<file path="config.mk">
export PLATFORM = sky130hd
export DESIGN_NAME = gpio_ext_irq_wake_debug_cfg
export DESIGN_NICKNAME = d
export VERILOG_FILES = /design/src/design/glitch_filter.v /design/src/design/gpio_ext_irq_wake_debug_cfg.v
export VERILOG_INCLUDE_DIRS = /design/src /design/src/design
export SDC_FILE = /design/constraint.sdc
export NUM_CORES = 1
export LEC_CHECK = 0
export CAP_MARGIN = 20
export CELL_PAD_IN_SITES_DETAIL_PLACEMENT = 1
export CELL_PAD_IN_SITES_GLOBAL_PLACEMENT = 1
export CORE_ASPECT_RATIO = 0.9
export CORE_MARGIN = 5
export CORE_UTILIZATION = 40
export DETAILED_ROUTE_END_ITERATION = 8
export DONT_BUFFER_PORTS = 1
export PLACE_DENSITY_LB_ADDON = 0.1
export SYNTH_ARGS = -nofsm -noshare
export SYNTH_HDL_FRONTEND = slang
export SYNTH_SLANG_ARGS = --single-unit
</file>
<file path="constraint.sdc">
create_clock -name pclk -period 2.3 [get_ports pclk]
set_input_delay 0.115 -clock pclk [delete_from_list [all_inputs] [get_ports pclk]]
set_output_delay 0.115 -clock pclk [all_outputs]
set_load 0.1 [all_outputs]
</file>
<file path="src/design/gpio_irq_defs.vh">
// constants for the external interrupt, wakeup filter and debug pin block
// assumes inclusion by bare name from design files only
`ifndef GPIO_IRQ_DEFS_VH
`define GPIO_IRQ_DEFS_VH

// ****************************************
// register byte offsets (low 16 bits of paddr)
// ****************************************
`define OFS_PENDING 16'ha814
`define OFS_CFG_A 16'ha860
`define OFS_CFG_B 16'ha864
`define OFS_CFG_C 16'ha868
`define OFS_CFG_D 16'ha86c
`define OFS_DBG_CFG 16'hbc00
`define OFS_DBG_STAT 16'hbc04
`define OFS_WAKE_FILT 16'hbc0c
`define OFS_SEL_C 16'hbc14
`define OFS_SEL_D 16'hbc18
`define OFS_IRQ_MASK 16'hbc40

// ****************************************
// field positions and reset values
// ****************************************
`define CFG_FILT_BIT 8
`define CFG_TRIG_HI 7
`define CFG_TRIG_LO 5
`define DBG_BLOCK_BIT 5
`define DBG_REGOFF_BIT 4
`define DBG_RSVD_BIT 3
`define STAT_BOOT_BIT 3
`define STAT_FORCED_BIT 1
`define STAT_SWIRE_BIT 0
`define DBG_CFG_RESET 2'h1
`define SEL_C_RESET 5'h0f
`define SEL_D_RESET 5'h10
`define SEL_LAST_PIN 5'h17
`define BOOT_SETTLE 2'h3

// ****************************************
// trigger modes
// ****************************************
`define TRIG_OFF 3'h0
`define TRIG_RISE 3'h1
`define TRIG_FALL 3'h2
`define TRIG_BOTH 3'h3
`define TRIG_HIGH 3'h4
`define TRIG_LOW 3'h5

`endif

</file>
<file path="src/design/glitch_filter.v">
// stability filter: output follows input once stable for a number of samples
// assumes the input is already synchronised to pclk
`timescale 1ns/1ps
module glitch_filter #(
    parameter STABLE_CYCLES = 4
) (
    pclk,
    presetn,
    raw_in,
    filt_out
);
    input wire pclk;
    input wire presetn;
    input wire raw_in;
    output reg filt_out;

    reg [7:0] count_q;

    always @(posedge pclk or negedge presetn) begin
        if (!presetn) begin
            count_q <= 8'h00;
            filt_out <= 1'b0;
        end else if (raw_in == filt_out) begin
            count_q <= 8'h00;
        end else if (count_q == STABLE_CYCLES[7:0] - 8'h01) begin
            filt_out <= raw_in;
            count_q <= 8'h00;
        end else begin
            count_q <= count_q + 8'h01;
        end
    end
endmodule // glitch_filter

</file>
<file path="src/design/gpio_ext_irq_wake_debug_cfg.v">
// external pin interrupt lines, wakeup filtering and debug pin controls
// assumes an apb master on pclk; all pin inputs are asynchronous to pclk
`timescale 1ns/1ps
`include "gpio_irq_defs.vh"

// Notes on behaviour
// - wake filter bit 3 filters line d wake
// - bits 2 and 1 filter serial wake pins
// - bit 0 filters port wake monitor sources
// - five bit pin index, 0x18-0x1f reserved
// - config bit 8 filters line before detection
// - trigger 0 off, 1 rise, 2 fall, 3 both
// - trigger 4 high level, 5 low level
// - pending bits 0..3 for lines a..d
// - block bit stops inactive debug override
// - bit 4 disables regulator pin override
// - status bit 3 holds sampled boot pin
// - status bit 1 shows forced debugger
// - status bit 0 shows serial wire enabled
module gpio_ext_irq_wake_debug_cfg #(
    parameter FILTER_CYCLES = 4
) (
    pclk,
    presetn,
    psel,
    penable,
    pwrite,
    paddr,
    pwdata,
    prdata,
    pready,
    pslverr,
    pin_in,
    ext_line_a,
    ext_line_b,
    port_wake_in,
    serial1_wake_in,
    serial2_wake_in,
    boot_select_n,
    debugger_forced_in,
    serial_wire_active_in,
    debug_rsvd_in,
    debug_active_in,
    line_c_out,
    line_d_out,
    line_d_wake,
    serial1_wake,
    serial2_wake,
    port_wake,
    debug_override_en,
    regulator_override_en,
    irq
);
    input wire pclk;
    input wire presetn;
    input wire psel;
    input wire penable;
    input wire pwrite;
    input wire [15:0] paddr;
    input wire [31:0] pwdata;
    output reg [31:0] prdata;
    output wire pready;
    output wire pslverr;
    input wire [23:0] pin_in;
    input wire ext_line_a;
    input wire ext_line_b;
    input wire port_wake_in;
    input wire serial1_wake_in;
    input wire serial2_wake_in;
    input wire boot_select_n;
    input wire debugger_forced_in;
    input wire serial_wire_active_in;
    input wire debug_rsvd_in;
    input wire debug_active_in;
    output reg line_c_out;
    output reg line_d_out;
    output wire line_d_wake;
    output wire serial1_wake;
    output wire serial2_wake;
    output wire port_wake;
    output reg debug_override_en;
    output reg regulator_override_en;
    output wire irq;

    // ****************************************
    // input synchronisers
    // ****************************************
    localparam NSYNC = 34;
    wire [NSYNC-1:0] async_in;
    reg [NSYNC-1:0] meta_q;
    reg [NSYNC-1:0] sync_q;
    assign async_in = {serial_wire_active_in, debugger_forced_in, boot_select_n,
        debug_rsvd_in, debug_active_in, serial2_wake_in, serial1_wake_in,
        port_wake_in, ext_line_b, ext_line_a, pin_in};

    always @(posedge pclk or negedge presetn) begin
        if (!presetn) begin
            meta_q <= {NSYNC{1'b0}};
            sync_q <= {NSYNC{1'b0}};
        end else begin
            meta_q <= async_in;
            sync_q <= meta_q;
        end
    end

    wire [23:0] pins_s = sync_q[23:0];
    wire line_a_s = sync_q[24];
    wire line_b_s = sync_q[25];
    wire port_wake_s = sync_q[26];
    wire serial1_wake_s = sync_q[27];
    wire serial2_wake_s = sync_q[28];
    wire debug_active_s = sync_q[29];
    wire debug_rsvd_s = sync_q[30];
    wire boot_n_s = sync_q[31];
    wire forced_s = sync_q[32];
    wire swire_s = sync_q[33];

    // ****************************************
    // registers
    // ****************************************
    reg [8:0] cfg_q [0:3];
    reg [4:0] sel_c_q;
    reg [4:0] sel_d_q;
    reg [3:0] wake_filt_q;
    reg [1:0] dbg_cfg_q;
    reg [3:0] pending_q;
    reg [3:0] mask_q;
    reg boot_sampled_q;
    reg [1:0] boot_wait_q;

    // ****************************************
    // pin routing and line filters
    // ****************************************
    // reserved codes route nothing, so the line reads low
    function pick_pin;
        input [23:0] pins;
        input [4:0] sel;
        begin
            if (sel > `SEL_LAST_PIN)
                pick_pin = 1'b0;
            else
                pick_pin = pins[sel];
        end
    endfunction

    always @(posedge pclk or negedge presetn) begin
        if (!presetn) begin
            line_c_out <= 1'b0;
            line_d_out <= 1'b0;
        end else begin
            line_c_out <= pick_pin(pins_s, sel_c_q);
            line_d_out <= pick_pin(pins_s, sel_d_q);
        end
    end

    wire [3:0] raw_line = {line_d_out, line_c_out, line_b_s, line_a_s};
    wire [3:0] filt_line;
    wire [3:0] used_line;
    wire [3:0] wake_raw = {line_d_out, serial2_wake_s, serial1_wake_s, port_wake_s};
    wire [3:0] wake_filt;

    genvar g;
    generate
        for (g = 0; g < 4; g = g + 1) begin : gen_filt
            glitch_filter #(
                .STABLE_CYCLES(FILTER_CYCLES)
            ) u_line_filt (
                .pclk(pclk),
                .presetn(presetn),
                .raw_in(raw_line[g]),
                .filt_out(filt_line[g])
            );
            assign used_line[g] = cfg_q[g][`CFG_FILT_BIT] ? filt_line[g] : raw_line[g];
            glitch_filter #(
                .STABLE_CYCLES(FILTER_CYCLES)
            ) u_wake_filt (
                .pclk(pclk),
                .presetn(presetn),
                .raw_in(wake_raw[g]),
                .filt_out(wake_filt[g])
            );
        end
    endgenerate

    assign line_d_wake = wake_filt_q[3] ? wake_filt[3] : wake_raw[3];
    assign serial2_wake = wake_filt_q[2] ? wake_filt[2] : wake_raw[2];
    assign serial1_wake = wake_filt_q[1] ? wake_filt[1] : wake_raw[1];
    assign port_wake = wake_filt_q[0] ? wake_filt[0] : wake_raw[0];

    // ****************************************
    // trigger detection
    // ****************************************
    reg [3:0] prev_q;
    always @(posedge pclk or negedge presetn) begin
        if (!presetn)
            prev_q <= 4'h0;
        else
            prev_q <= used_line;
    end

    // reserved modes 6 and 7 never trigger
    function trig_hit;
        input [2:0] mode;
        input cur;
        input prev;
        begin
            case (mode)
                `TRIG_RISE: trig_hit = cur & ~prev;
                `TRIG_FALL: trig_hit = ~cur & prev;
                `TRIG_BOTH: trig_hit = cur ^ prev;
                `TRIG_HIGH: trig_hit = cur;
                `TRIG_LOW: trig_hit = ~cur;
                default: trig_hit = 1'b0;
            endcase
        end
    endfunction

    reg [3:0] hit;
    integer i;
    always @* begin
        hit = 4'h0;
        for (i = 0; i < 4; i = i + 1)
            hit[i] = trig_hit(cfg_q[i][`CFG_TRIG_HI:`CFG_TRIG_LO], used_line[i], prev_q[i]);
    end

    // ****************************************
    // apb slave: zero wait states
    // ****************************************
    wire wr_en = psel & penable & pwrite;
    wire rd_setup = psel & ~penable & ~pwrite;
    reg mapped;

    always @* begin
        case (paddr)
            `OFS_PENDING, `OFS_CFG_A, `OFS_CFG_B, `OFS_CFG_C, `OFS_CFG_D,
            `OFS_DBG_CFG, `OFS_DBG_STAT, `OFS_WAKE_FILT, `OFS_SEL_C,
            `OFS_SEL_D, `OFS_IRQ_MASK: mapped = 1'b1;
            default: mapped = 1'b0;
        endcase
    end

    assign pready = 1'b1;
    assign pslverr = psel & penable & ~mapped;

    wire [3:0] clr = (wr_en && paddr == `OFS_PENDING) ? pwdata[3:0] : 4'h0;

    always @(posedge pclk or negedge presetn) begin
        if (!presetn) begin
            cfg_q[0] <= 9'h000;
            cfg_q[1] <= 9'h000;
            cfg_q[2] <= 9'h000;
            cfg_q[3] <= 9'h000;
            sel_c_q <= `SEL_C_RESET;
            sel_d_q <= `SEL_D_RESET;
            wake_filt_q <= 4'h0;
            dbg_cfg_q <= `DBG_CFG_RESET;
            pending_q <= 4'h0;
            mask_q <= 4'h0;
        end else begin
            pending_q <= (pending_q & ~clr) | hit;
            if (wr_en) begin
                case (paddr)
                    `OFS_CFG_A: cfg_q[0] <= pwdata[8:0];
                    `OFS_CFG_B: cfg_q[1] <= pwdata[8:0];
                    `OFS_CFG_C: cfg_q[2] <= pwdata[8:0];
                    `OFS_CFG_D: cfg_q[3] <= pwdata[8:0];
                    `OFS_SEL_C: sel_c_q <= pwdata[4:0];
                    `OFS_SEL_D: sel_d_q <= pwdata[4:0];
                    `OFS_WAKE_FILT: wake_filt_q <= pwdata[3:0];
                    `OFS_DBG_CFG: dbg_cfg_q <= pwdata[`DBG_BLOCK_BIT:`DBG_REGOFF_BIT];
                    `OFS_IRQ_MASK: mask_q <= pwdata[3:0];
                    default: ;
                endcase
            end
        end
    end

    // boot pin level taken at the first edge after release, read once it has
    // crossed both synchroniser stages
    always @(posedge pclk or negedge presetn) begin
        if (!presetn) begin
            boot_wait_q <= 2'h0;
            boot_sampled_q <= 1'b0;
        end else if (boot_wait_q != `BOOT_SETTLE) begin
            boot_wait_q <= boot_wait_q + 2'h1;
            if (boot_wait_q == `BOOT_SETTLE - 2'h1)
                boot_sampled_q <= ~boot_n_s;
        end
    end

    // ****************************************
    // debug override controls
    // ****************************************
    always @(posedge pclk or negedge presetn) begin
        if (!presetn) begin
            debug_override_en <= 1'b1;
            regulator_override_en <= 1'b0;
        end else begin
            // an already active debug link keeps its override
            debug_override_en <= ~dbg_cfg_q[1] | debug_active_s;
            regulator_override_en <= ~dbg_cfg_q[0];
        end
    end

    assign irq = |(pending_q & mask_q);

    // ****************************************
    // read mux
    // ****************************************
    reg [31:0] rd_word;
    always @* begin
        rd_word = 32'h00000000;
        case (paddr)
            `OFS_PENDING: rd_word[3:0] = pending_q;
            `OFS_CFG_A: rd_word[8:0] = cfg_q[0];
            `OFS_CFG_B: rd_word[8:0] = cfg_q[1];
            `OFS_CFG_C: rd_word[8:0] = cfg_q[2];
            `OFS_CFG_D: rd_word[8:0] = cfg_q[3];
            `OFS_SEL_C: rd_word[4:0] = sel_c_q;
            `OFS_SEL_D: rd_word[4:0] = sel_d_q;
            `OFS_WAKE_FILT: rd_word[3:0] = wake_filt_q;
            `OFS_IRQ_MASK: rd_word[3:0] = mask_q;
            `OFS_DBG_CFG: begin
                rd_word[`DBG_BLOCK_BIT:`DBG_REGOFF_BIT] = dbg_cfg_q;
                rd_word[`DBG_RSVD_BIT] = debug_rsvd_s;
            end
            `OFS_DBG_STAT: begin
                rd_word[`STAT_BOOT_BIT] = boot_sampled_q;
                rd_word[`STAT_FORCED_BIT] = forced_s;
                rd_word[`STAT_SWIRE_BIT] = swire_s;
            end
            default: ;
        endcase
    end

    // read data is taken from flops at the setup edge, so it stands for the
    // whole access phase and reads zero at every other time
    always @(posedge pclk or negedge presetn) begin
        if (!presetn)
            prdata <= 32'h00000000;
        else if (rd_setup)
            prdata <= rd_word;
        else
            prdata <= 32'h00000000;
    end
endmodule // gpio_ext_irq_wake_debug_cfg

</file>
==> flow_results.xml, run 1 <==
<?xml version="1.0" encoding="UTF-8"?>
<metrics>
  <group name="synthesis">
    <metric name="synth_ff_type" unit="">dfrtp_1</metric>
    <metric name="post_synth_main_area_contributors" unit="">dfrtp_1, mux2_2, xor2_1</metric>
    <metric name="synth-seq-area-share" unit="%">56.9</metric>
    <metric name="syn_inst" unit="">782</metric>
    <metric name="mappedNetlistArea" unit="um2">9690</metric>
    <metric name="synth_simple_gate_area_share" unit="%">15.1</metric>
    <metric name="yosys-mux-area-fraction" unit="%">11.6</metric>
    <metric name="synth_compound_gate_area_share" unit="%">5.53</metric>
    <metric name="post_synth_xor_area_fraction" unit="%">5.24</metric>
    <metric name="yosys.area_share.adder" unit="%">2.32</metric>
    <metric name="post-synth-top-area-fraction" unit="%">55.0</metric>
    <metric name="count_of_yosys_warnings_during_synthesis" unit="">0</metric>
    <metric name="synth_top_family_by_area" unit="">simple AND/OR/NAND/NOR gates</metric>
    <metric name="yosysTopAreaCell" unit="">dfrtp_1</metric>
    <metric name="async_set_or_reset_register_ratio_after_synthesis" unit="%">100</metric>
    <metric name="synth.lib_cells_used.distinct" unit="">64</metric>
    <metric name="synth_seq_cells" unit="">220</metric>
    <metric name="synth_enable_flop_cells" unit="">0</metric>
    <metric name="synthesis.area_per_instance" unit="um2">12.4</metric>
  </group>
  <group name="worst_setup_path">
    <metric name="setup.worst_path.end_class" unit="">flip-flop</metric>
    <metric name="path_max_fanout" unit="">2</metric>
    <metric name="number_of_buffer_and_inverter_instances_along_the_worst_setup_path" unit="">1</metric>
    <metric name="type_of_element_launching_the_critical_path" unit="">flip-flop</metric>
    <metric name="criticalPathCategory" unit="">flip-flop to flip-flop</metric>
    <metric name="timing.critical_path.slowest_cell_delay" unit="ns">0.61</metric>
    <metric name="critical_path.slowest_cell" unit="">dlygate4sd3_1</metric>
    <metric name="timing.critical_path.cells" unit="">nor3b_1, a32oi_1, o22ai_1, a211oi_1, a2111oi_1, dlygate4sd3_1</metric>
    <metric name="required" unit="ns">2.74</metric>
    <metric name="critical_path_arrival" unit="ns">2.65</metric>
    <metric name="crit_family" unit="">compound AO/OA/AOI/OAI gates</metric>
  </group>
  <group name="timing">
    <metric name="finalSetupViolCount" unit="">0</metric>
    <metric name="timing.hold.ws" unit="ns">-0.700</metric>
    <metric name="worst-slew-pin-transition" unit="ns">0.941</metric>
    <metric name="maxSlewViolCount" unit="">0</metric>
    <metric name="finalHoldViolCount" unit="">220</metric>
    <metric name="timing.max_slew.rel_slack" unit="%">37.3</metric>
    <metric name="rsz_0062_raised_after_global_routing" unit="">no</metric>
    <metric name="achievable-frequency" unit="GHz">0.452</metric>
    <metric name="final.setup_skew" unit="ns">0.0159</metric>
    <metric name="timing.setup.tns" unit="ns">0</metric>
    <metric name="final_period_utilization" unit="%">96.3</metric>
    <metric name="timing.final.crit_period" unit="ns">2.21</metric>
  </group>
  <group name="global_route">
    <metric name="grt_first_pass_wirelength" unit="mm">39.9</metric>
    <metric name="pin_count_of_the_biggest_net_entering_global_routing" unit="">221</metric>
    <metric name="globalRouteTotalUtil" unit="%">18.2</metric>
    <metric name="number_of_global_route_vias_before_repair" unit="">7062</metric>
    <metric name="antenna_violations_before_repair" unit="">1</metric>
    <metric name="final_global_route_overflow_total" unit="">0</metric>
  </group>
  <group name="die">
    <metric name="placementRows" unit="">54</metric>
    <metric name="top_level_i_o_count" unit="">130</metric>
    <metric name="floorplan.die.width" unit="um">174</metric>
    <metric name="die_area" unit="um2">27400</metric>
    <metric name="fp.coreArea" unit="um2">24100</metric>
    <metric name="initial_core_util" unit="%">40.3</metric>
    <metric name="fp.dieH" unit="um">158</metric>
  </group>
  <group name="cells_and_area">
    <metric name="areaGrowthSynthToFinish" unit="%">18.4</metric>
    <metric name="layout_common_cells" unit="">dfrtp_1, nor2_1, mux2_2, dlygate4sd3_1, nand2_1</metric>
    <metric name="area.sequential" unit="um2">5510</metric>
    <metric name="final-instance-count-excl-fill" unit="">1199</metric>
    <metric name="utilization" unit="%">47.7</metric>
    <metric name="antenna_cells" unit="">0</metric>
    <metric name="multi_input_combinational_cell_area" unit="um2">3960</metric>
    <metric name="fillerInstances" unit="">2487</metric>
    <metric name="final_common_cell" unit="">dfrtp_1</metric>
    <metric name="design.final.nets" unit="">980</metric>
    <metric name="layout-drive-gt1-share" unit="%">19.9</metric>
  </group>
  <group name="power">
    <metric name="cellLeakagePower" unit="nW">5.11</metric>
    <metric name="internal_power" unit="mW">6.69</metric>
    <metric name="power_share_of_the_combinational_group" unit="%">10.2</metric>
    <metric name="power_density" unit="nW/um2">783</metric>
    <metric name="power.share.clock" unit="%">41.8</metric>
    <metric name="power_switching_share" unit="%">25.6</metric>
    <metric name="irDropWorstVdd" unit="V">0.000747</metric>
    <metric name="power.net_switching" unit="mW">2.30</metric>
    <metric name="seq_power_share" unit="%">48.0</metric>
  </group>
  <group name="cts">
    <metric name="cts-htree-levels" unit="">1</metric>
    <metric name="clk_latency" unit="ns">0.51</metric>
    <metric name="ctsRootBufferMaster" unit="">clkbuf_16</metric>
    <metric name="cts-root-to-sink-buffers" unit="">3</metric>
    <metric name="cts_tree" unit="">built</metric>
    <metric name="holdBufCountCts" unit="">53</metric>
    <metric name="tritoncts_buffer_count" unit="">24</metric>
    <metric name="cts_num_sinks" unit="">220</metric>
    <metric name="path_clk_slew" unit="ns">0.06</metric>
  </group>
  <group name="place">
    <metric name="gp_congestion" unit="">0.877</metric>
    <metric name="post-place-cells" unit="">1105</metric>
    <metric name="portBuffers" unit="">0</metric>
    <metric name="hpwlAfterDp" unit="mm">17.4</metric>
  </group>
  <group name="drt">
    <metric name="vias_per_cell" unit="">5.35</metric>
    <metric name="first_iter_violations" unit="">400</metric>
    <metric name="routedWlPerCell" unit="um">20.5</metric>
    <metric name="ant_nets" unit="">0</metric>
    <metric name="detail_route.first_pass.iterations" unit="">4</metric>
    <metric name="post-route-drc-count" unit="">0</metric>
    <metric name="routed_wirelength" unit="mm">24.6</metric>
    <metric name="dr_total_vias" unit="">6415</metric>
  </group>
  <group name="job">
    <metric name="drv.max_cap_violation_count" unit="">0</metric>
  </group>
  <group name="outcome">
    <metric name="outcome" unit="">finished with violations</metric>
    <metric name="violations_in_the_final_reports" unit="">negative hold slack</metric>
  </group>
  <group name="worst_hold_path">
    <metric name="holdCritPathClass" unit="">input pin to asynchronous set/reset pin</metric>
  </group>
</metrics>
[per-layer routing]
layer  vias to the layer above  GRT usage [%]  share of wire, %
li1                       2909              -                 -
met5                         -              0             0.053
met4                         2           4.67               2.4
met3                        34           3.44               5.1
met1                      3309           25.5                45
met2                       161           29.5                47
[synth_stat cells (6+ instances only)]
master / number
nor2_1: 83
nand4_1: 7
inv_1: 15
nand2_1: 50
nor2b_1: 10
buf_4: 24
dfstp_2: 7
nor3_1: 12
xor2_1: 42
o21ai_0: 16
mux2_2: 64
a22oi_1: 21
xnor2_1: 16
mux4_2: 15
and3_1: 20
mux2i_1: 7
o22ai_1: 6
a22o_1: 6
nand3_1: 44
ha_1: 18
dfrtp_1: 213
and2_1: 8
[what timing repair did]
item | in CTS | in global routing
setup endpoints to repair | 0 | 1
buffers inserted | 0 | 0
gates resized for setup | 0 | 3
hold endpoints to repair | 320 | 220
[path summary, 6_finish.rpt]
path	start	end	slack [ns]	cells after the start
setup / recovery	boot_sampled_q	prdata[3]	0.09	6
hold / removal	presetn	sync_q[10]	-0.70	0
setup reg to reg	boot_sampled_q	prdata[3]	0.09	6
hold reg to reg	meta_q[20]	sync_q[20]	0.35	0
max in group asynchronous	presetn	gen_filt[2].u_wake_filt.filt_out	2.61	0
min in group pclk	paddr[5]	sel_d_q[4]	0.03	5
[sequential cells by signal (all words and copies together), names as in the netlist, 5 cells and up]
| name | flops |
|---|---|
| gen_filt.u_line_filt.count_q | 32 |
| sync_q | 34 |
| sel_c_q | 5 |
| sel_d_q | 5 |
| cfg_q | 36 |
| prdata | 9 |
| gen_filt.u_wake_filt.count_q | 32 |
| meta_q | 34 |
[area by class of cell]
cell class	count	share of cell area [%]
sequential	220	48.1
multi-input combinational	532	34.5
timing repair buffer	82	6.75
clock buffer	34	6.18
tap	308	3.36
clock inverter	8	0.643
inverter	15	0.491
[worst register-to-register path, cell delays in order (launching register included)]
cell	delay (ns)
dfrtp_1	0.34
nor3b_1	0.33
a32oi_1	0.12
o22ai_1	0.28
a211oi_1	0.08
a2111oi_1	0.38
dlygate4sd3_1	0.61
[metrics by stage]
stage | setup slack (ns) | total power [mW] | hold WS, ns | cell area (um2)
2_1_floorplan | 0.191 | 5.04 | -0.181 | 9770
3_3_place_gp | 0.297 | 5.15 | -0.173 | 10200
3_5_place_dp | 0.254 | 5.21 | -0.174 | 10200
4_1_cts | 0.0343 | 9.13 | -0.731 | 11500
5_1_grt | 0.0649 | 9.42 | -0.730 | 11500
6_report | 0.0854 | 8.99 | -0.700 | 11500
[power groups by stage]
| stage | combinational, mW | clock (mW) | sequential (mW) |
|---|---|---|---|
| final | 0.919 | 3.76 | 4.31 |
| after global routing | 1.02 | 4.05 | 4.34 |
| after CTS | 0.928 | 3.89 | 4.31 |
| after detailed placement | 0.826 | 0 | 4.38 |
| after global placement | 0.788 | 0 | 4.36 |
| after floorplan | 0.712 | 0 | 4.33 |
[cells by family after synthesis]
group / Yosys count
flip-flops: 220
adder cells (fa/ha/maj): 18
AO/OA/AOI/OAI: 75
XOR/XNOR: 58
multiplexers: 86
other: 2
buffers and inverters: 52
AND/OR/NAND/NOR: 271
(Power assumes the default switching activity.)
==> inputs of run 2 (changes only) <==
CORE_UTILIZATION = 30   (was 40)
GPL_ROUTABILITY_DRIVEN = 1   (was default)
HOLD_SLACK_MARGIN = 0.15   (was default)
==> run 2 against run 1 <==
  * The flow still finishes with violations (negative hold slack)
  * Routed wire length grew 7.2%
  * Clock skew shrank 0.0053 ns
  * Critical path depth grew 1
  * Final cell count grew 15%
  * Register-to-register slack gained 0.21 ns
  * Non-clock buffer count grew 59
  * Sequential power is essentially flat
  * Count of clock-buffer cells in the layout shrank 1
  * Critical path type is now input pin to output port
  * Critical endpoint is now pslverr
  * Largest power group is now the clock network
==> flow_results.xml, run 2 (same netlist as run 1, synthesis figures left out) <==
<?xml version="1.0" encoding="UTF-8"?>
<metrics>
  <group name="global_route">
    <metric name="number_of_global_route_vias_before_repair" unit="">7373</metric>
    <metric name="antenna_violations_before_repair" unit="">0</metric>
    <metric name="globalRouteTotalUtil" unit="%">14.7</metric>
    <metric name="final_global_route_overflow_total" unit="">0</metric>
    <metric name="pin_count_of_the_biggest_net_entering_global_routing" unit="">221</metric>
    <metric name="grt_first_pass_wirelength" unit="mm">42.1</metric>
  </group>
  <group name="drt">
    <metric name="ant_nets" unit="">0</metric>
    <metric name="dr_total_vias" unit="">6613</metric>
    <metric name="first_iter_violations" unit="">257</metric>
    <metric name="routed_wirelength" unit="mm">26.4</metric>
    <metric name="detail_route.first_pass.iterations" unit="">4</metric>
    <metric name="post-route-drc-count" unit="">0</metric>
    <metric name="vias_per_cell" unit="">4.81</metric>
    <metric name="routedWlPerCell" unit="um">19.2</metric>
  </group>
  <group name="die">
    <metric name="fp.dieH" unit="um">181</metric>
    <metric name="placementRows" unit="">62</metric>
    <metric name="fp.coreArea" unit="um2">31900</metric>
    <metric name="floorplan.die.width" unit="um">199</metric>
    <metric name="initial_core_util" unit="%">30.4</metric>
    <metric name="top_level_i_o_count" unit="">130</metric>
    <metric name="die_area" unit="um2">36000</metric>
  </group>
  <group name="timing">
    <metric name="timing.hold.ws" unit="ns">-0.723</metric>
    <metric name="timing.final.crit_period" unit="ns">2.10</metric>
    <metric name="worst-slew-pin-transition" unit="ns">0.938</metric>
    <metric name="achievable-frequency" unit="GHz">0.475</metric>
    <metric name="final.setup_skew" unit="ns">0.0106</metric>
    <metric name="rsz_0062_raised_after_global_routing" unit="">no</metric>
    <metric name="finalSetupViolCount" unit="">0</metric>
    <metric name="finalHoldViolCount" unit="">220</metric>
    <metric name="maxSlewViolCount" unit="">0</metric>
    <metric name="final_period_utilization" unit="%">91.5</metric>
    <metric name="timing.max_slew.rel_slack" unit="%">37.5</metric>
  </group>
  <group name="worst_setup_path">
    <metric name="crit-reg2reg-capture" unit="">line_c_out</metric>
    <metric name="setup.worst_path.end_class" unit="">output port</metric>
    <metric name="rr_worst_depth" unit="">4</metric>
    <metric name="worst_r2r_startpoint" unit="">sel_c_q[0]</metric>
    <metric name="type_of_element_launching_the_critical_path" unit="">input pin</metric>
    <metric name="required" unit="ns">2.18</metric>
    <metric name="path_max_fanout" unit="">11</metric>
    <metric name="crit_end" unit="">pslverr</metric>
    <metric name="criticalPathCategory" unit="">input pin to output port</metric>
    <metric name="timing_startpoint_of_the_critical_path" unit="">paddr[3]</metric>
    <metric name="critical_path_arrival" unit="ns">1.99</metric>
    <metric name="r2r_slack" unit="ns">0.30</metric>
  </group>
  <group name="place">
    <metric name="hpwlAfterDp" unit="mm">18.1</metric>
    <metric name="portBuffers" unit="">0</metric>
    <metric name="post-place-cells" unit="">1213</metric>
    <metric name="gp_congestion" unit="">0.831</metric>
  </group>
  <group name="cts">
    <metric name="cts-htree-levels" unit="">1</metric>
    <metric name="cts-root-to-sink-buffers" unit="">3</metric>
    <metric name="cts_tree" unit="">built</metric>
    <metric name="path_clk_slew" unit="ns">0.06</metric>
    <metric name="tritoncts_buffer_count" unit="">27</metric>
    <metric name="clk_latency" unit="ns">0.53</metric>
    <metric name="ctsRootBufferMaster" unit="">clkbuf_16</metric>
    <metric name="cts_num_sinks" unit="">220</metric>
  </group>
  <group name="cells_and_area">
    <metric name="layout-drive-gt1-share" unit="%">19.7</metric>
    <metric name="multi_input_combinational_cell_area" unit="um2">3970</metric>
    <metric name="utilization" unit="%">38.8</metric>
    <metric name="final-instance-count-excl-fill" unit="">1374</metric>
    <metric name="registers.top_by_ff_count" unit="">cfg_q</metric>
    <metric name="fillerInstances" unit="">3357</metric>
    <metric name="area.sequential" unit="um2">5510</metric>
    <metric name="layout_common_cells" unit="">dfrtp_1, dlygate4sd3_1, nor2_1, mux2_2, nand2_1</metric>
    <metric name="areaGrowthSynthToFinish" unit="%">27.8</metric>
    <metric name="biggestRegsByFlops" unit="">cfg_q x36, meta_q x34, sync_q x34</metric>
    <metric name="largest_register_ff_count" unit="">36</metric>
    <metric name="antenna_cells" unit="">0</metric>
    <metric name="final_common_cell" unit="">dfrtp_1</metric>
    <metric name="design.final.nets" unit="">1042</metric>
  </group>
  <group name="outcome">
    <metric name="violations_in_the_final_reports" unit="">negative hold slack</metric>
    <metric name="outcome" unit="">finished with violations</metric>
  </group>
  <group name="worst_hold_path">
    <metric name="holdCritPathClass" unit="">input pin to asynchronous set/reset pin</metric>
  </group>
  <group name="job">
    <metric name="drv.max_cap_violation_count" unit="">0</metric>
  </group>
  <group name="power">
    <metric name="power_density" unit="nW/um2">787</metric>
    <metric name="irDropWorstVdd" unit="V">0.000539</metric>
    <metric name="cellLeakagePower" unit="nW">5.46</metric>
  </group>
</metrics>
-- run 2: per-stage QoR --
stage	setup TNS, ns	hold slack [ns]	area, um2	setup WS [ns]	power (mW)
final	0	-0.723	12400	0.195	9.75
after global routing	0	-0.747	12400	0.121	10.2
after CTS	0	-0.760	12300	0.00475	9.92
after detailed placement	-0.00134	-0.173	10300	-0.00134	5.21
after global placement	0	-0.173	10300	0.0193	5.16
after floorplan	0	-0.181	9770	0.191	5.04
-- run 2: worst min path at each step --
| stage | cells past startpoint | to | slack [ns] |
|---|---|---|---|
| after global placement | 0 | meta_q[4] | -0.17 |
| after floorplan | 0 | boot_sampled_q | -0.18 |
| after detailed placement | 0 | meta_q[7] | -0.17 |
| after CTS | 0 | sync_q[11] | -0.76 |
| final | 0 | meta_q[2] | -0.72 |
| after global routing | 0 | sync_q[4] | -0.75 |
-- run 2: final cells by class --
cell class              instances  share of cell area (%)
well taps                     416                    4.20
multi-input cells             532                    32.0
flip-flops and latches        220                    44.5
clock inverters                17                    1.68
inverters                      15                   0.455
repair buffers                141                    11.1
clock buffers                  33                    6.04
-- run 2: timing repair --
action,in CTS,in global routing
setup endpoints to repair,0,4
endpoints found under the hold margin,323,225
resized for setup,0,4
hold buffers,109,1
setup buffers,0,2
-- run 2: metal layers --
layer / part of all wire [%] / wire (um) / vias to the layer above / global-route usage (%)
met3: 5.2 / 1370 / 53 / 2.99
met4: 2.9 / 757 / 0 / 3.83
met1: 44 / 11700 / 3373 / 20.0
li1: - / - / 3057 / -
met5: 0 / 0 / - / 0
met2: 48 / 12600 / 130 / 24.2
-- run 2: power breakdown --
part           total, mW  internal (mW)  switching [mW]
Combinational      0.979          0.380           0.599
Clock               4.45           2.77            1.68
Sequential          4.31           4.11           0.205
Total               9.75           7.26            2.49
-- run 2: worst max-delay path: stages --
cell	delay [ns]
dlygate4sd3_1	0.68
nor2_1	0.10
nand3_1	0.09
o211ai_1	0.12
nor3_1	0.37
o211a_1	0.30
buf_12	0.20
==> inputs of run 3 (changes only) <==
REMOVE_ABC_BUFFERS = 1   (was default)
==> run 3 against run 2 <==
  * Clock power decreased by 0.9%
  * Combinational power about the same
  * Total power decreased by 0.53%
  * Setup slack got worse by 0.16 ns
  * Count of clock-buffer cells in the layout decreased by 2
  * The run still ends with negative hold slack left
  * Final cell count decreased by 0.95%
  * First-iteration DRC count increased by 24%
  * Sequential share of layout area increased by 0.56 points
  * Routed wire length decreased by 0.12%
  * Via count decreased by 0.51%
  * Global-route usage about the same
==> flow_results.xml, run 3 (same netlist as run 1, synthesis figures left out) <==
<?xml version="1.0" encoding="UTF-8"?>
<metrics>
  <group name="worst_hold_path">
    <metric name="holdCritPathClass" unit="">input pin to asynchronous set/reset pin</metric>
  </group>
  <group name="die">
    <metric name="placementRows" unit="">62</metric>
    <metric name="top_level_i_o_count" unit="">130</metric>
    <metric name="fp.coreArea" unit="um2">31900</metric>
    <metric name="fp.dieH" unit="um">181</metric>
    <metric name="floorplan.die.width" unit="um">199</metric>
    <metric name="initial_core_util" unit="%">30.4</metric>
    <metric name="die_area" unit="um2">36000</metric>
  </group>
  <group name="worst_setup_path">
    <metric name="critical_path.slowest_cell" unit="">dlygate4sd3_1</metric>
    <metric name="timing.critical_path.cells" unit="">dlygate4sd3_1, nor2_1, nand3_1, o211ai_1, nor3_1, o211a_1, buf_12</metric>
    <metric name="required" unit="ns">2.18</metric>
    <metric name="timing.critical_path.slowest_cell_delay" unit="ns">0.77</metric>
    <metric name="number_of_buffer_and_inverter_instances_along_the_worst_setup_path" unit="">2</metric>
    <metric name="criticalPathCategory" unit="">input pin to output port</metric>
    <metric name="critical_path_arrival" unit="ns">2.15</metric>
    <metric name="path_max_fanout" unit="">8</metric>
    <metric name="setup.worst_path.end_class" unit="">output port</metric>
    <metric name="crit_family" unit="">buffers and inverters</metric>
    <metric name="type_of_element_launching_the_critical_path" unit="">input pin</metric>
  </group>
  <group name="cells_and_area">
    <metric name="biggestRegsByFlops" unit="">cfg_q x36, meta_q x34, sync_q x34</metric>
    <metric name="fillerInstances" unit="">3368</metric>
    <metric name="antenna_cells" unit="">0</metric>
    <metric name="registers.top_by_ff_count" unit="">cfg_q</metric>
    <metric name="design.final.nets" unit="">1030</metric>
    <metric name="final_common_cell" unit="">dfrtp_1</metric>
    <metric name="largest_register_ff_count" unit="">36</metric>
    <metric name="layout-drive-gt1-share" unit="%">19.0</metric>
    <metric name="layout_common_cells" unit="">dfrtp_1, dlygate4sd3_1, nor2_1, mux2_2, nand2_1</metric>
    <metric name="areaGrowthSynthToFinish" unit="%">26.2</metric>
    <metric name="fin_area" unit="um2">12200</metric>
  </group>
  <group name="timing">
    <metric name="timing.final.crit_period" unit="ns">2.26</metric>
    <metric name="finalHoldViolCount" unit="">220</metric>
    <metric name="final.setup_skew" unit="ns">0.0222</metric>
    <metric name="rsz_0062_raised_after_global_routing" unit="">no</metric>
    <metric name="maxSlewViolCount" unit="">0</metric>
    <metric name="achievable-frequency" unit="GHz">0.442</metric>
    <metric name="finalSetupViolCount" unit="">0</metric>
    <metric name="worst-slew-pin-transition" unit="ns">0.935</metric>
    <metric name="timing.hold.ws" unit="ns">-0.717</metric>
    <metric name="final_period_utilization" unit="%">98.4</metric>
    <metric name="timing.max_slew.rel_slack" unit="%">37.7</metric>
    <metric name="layout_setup_ws" unit="ns">0.0373</metric>
  </group>
  <group name="cts">
    <metric name="holdBufCountCts" unit="">103</metric>
    <metric name="cts-htree-levels" unit="">1</metric>
    <metric name="ctsRootBufferMaster" unit="">clkbuf_16</metric>
    <metric name="cts-root-to-sink-buffers" unit="">3</metric>
    <metric name="cts_tree" unit="">built</metric>
    <metric name="cts_num_sinks" unit="">220</metric>
    <metric name="clk_latency" unit="ns">0.54</metric>
    <metric name="tritoncts_buffer_count" unit="">26</metric>
    <metric name="path_clk_slew" unit="ns">0.06</metric>
  </group>
  <group name="power">
    <metric name="power_density" unit="nW/um2">793</metric>
    <metric name="cellLeakagePower" unit="nW">5.39</metric>
    <metric name="irDropWorstVdd" unit="V">0.000504</metric>
  </group>
  <group name="place">
    <metric name="gp_congestion" unit="">0.875</metric>
    <metric name="hpwlAfterDp" unit="mm">18.1</metric>
    <metric name="portBuffers" unit="">0</metric>
    <metric name="dpl_worst_slack" unit="ns">-0.0458</metric>
    <metric name="placed_area" unit="um2">10300</metric>
  </group>
  <group name="drt">
    <metric name="detail_route.first_pass.iterations" unit="">4</metric>
    <metric name="post-route-drc-count" unit="">0</metric>
    <metric name="first_iter_violations" unit="">319</metric>
    <metric name="ant_nets" unit="">0</metric>
    <metric name="dr_total_vias" unit="">6579</metric>
    <metric name="routed_wirelength" unit="mm">26.3</metric>
    <metric name="routedWlPerCell" unit="um">19.3</metric>
    <metric name="vias_per_cell" unit="">4.83</metric>
  </group>
  <group name="outcome">
    <metric name="violations_in_the_final_reports" unit="">negative hold slack</metric>
    <metric name="outcome" unit="">finished with violations</metric>
  </group>
  <group name="global_route">
    <metric name="pin_count_of_the_biggest_net_entering_global_routing" unit="">221</metric>
    <metric name="number_of_global_route_vias_before_repair" unit="">7286</metric>
    <metric name="antenna_violations_before_repair" unit="">0</metric>
    <metric name="final_global_route_overflow_total" unit="">0</metric>
    <metric name="globalRouteTotalUtil" unit="%">14.7</metric>
    <metric name="grt_first_pass_wirelength" unit="mm">41.8</metric>
  </group>
  <group name="job">
    <metric name="drv.max_cap_violation_count" unit="">0</metric>
  </group>
</metrics>
## run 3: cell types whose count changed in the layout (fill, tap and decap cells not counted), moves of 2 or more
cell           previous run  this run
clkbuf_1                  1         3
dlygate4sd3_1           109       102
clkinvlp_4                3         5
buf_4                    29        26
clkinv_2                  6         3
clkbuf_8                  5         2
## run 3: layout make-up
| type | instances | area [um2] | area share [%] |
|---|---|---|---|
| clock buffers | 31 | 689 | 5.64 |
| clock inverters | 17 | 245 | 2.01 |
| inverters | 15 | 56.3 | 0.460 |
| multi-input cells | 532 | 3950 | 32.3 |
| flip-flops and latches | 220 | 5510 | 45.1 |
| well taps | 416 | 520 | 4.26 |
| repair buffers | 130 | 1260 | 10.3 |
## run 3: path summary, 6_finish.rpt
check | to | startpoint | slack [ns] | depth (start not counted)
worst min-delay path | gen_filt[2].u_wake_filt.count_q[5] | presetn | -0.72 | 0
max in group asynchronous | cfg_q[32] | presetn | 2.68 | 0
worst max-delay path | pslverr | paddr[3] | 0.04 | 7
min in group pclk | prdata[2] | paddr[2] | 0.18 | 5
worst max register to register | prdata[3] | boot_sampled_q | 0.16 | 6
worst min register to register | sync_q[7] | meta_q[7] | 0.35 | 0
## run 3: per-layer routing
layer | vias up | routed length [um] | track usage, % | part of all wire [%]
li1 | 3021 | - | - | -
met1 | 3383 | 11900 | 20.3 | 45
met2 | 135 | 12400 | 23.6 | 47
met3 | 40 | 1400 | 2.86 | 5.3
met4 | 0 | 685 | 3.99 | 2.6
met5 | - | 0 | 0 | 0
## run 3: power by group
part | internal, mW | switching [mW]
clock network | 2.72 | 1.68
registers | 4.11 | 0.204
logic | 0.372 | 0.604
total | 7.20 | 2.49
## run 3: repair_timing
action                                 CTS  global route
gates resized for setup                  0             1
endpoints found under the hold margin  323           220
setup buffers                            0             0
setup endpoints to repair                0             2
## run 3: per-stage QoR
stage / utilization [%] / power (mW) / instances / hold slack (ns) / TNS [ns]
final: 38.4 / 9.69 / 1361 / -0.717 / 0
after global routing: 38.4 / 10.1 / 1361 / -0.750 / 0
after CTS: 38.4 / 9.87 / 1362 / -0.741 / 0
after detailed placement: 32.2 / 5.21 / 1211 / -0.168 / -0.0458
after global placement: 32.2 / 5.17 / 1211 / -0.169 / -0.000857
after floorplan: - / 5.00 / 767 / -0.181 / 0
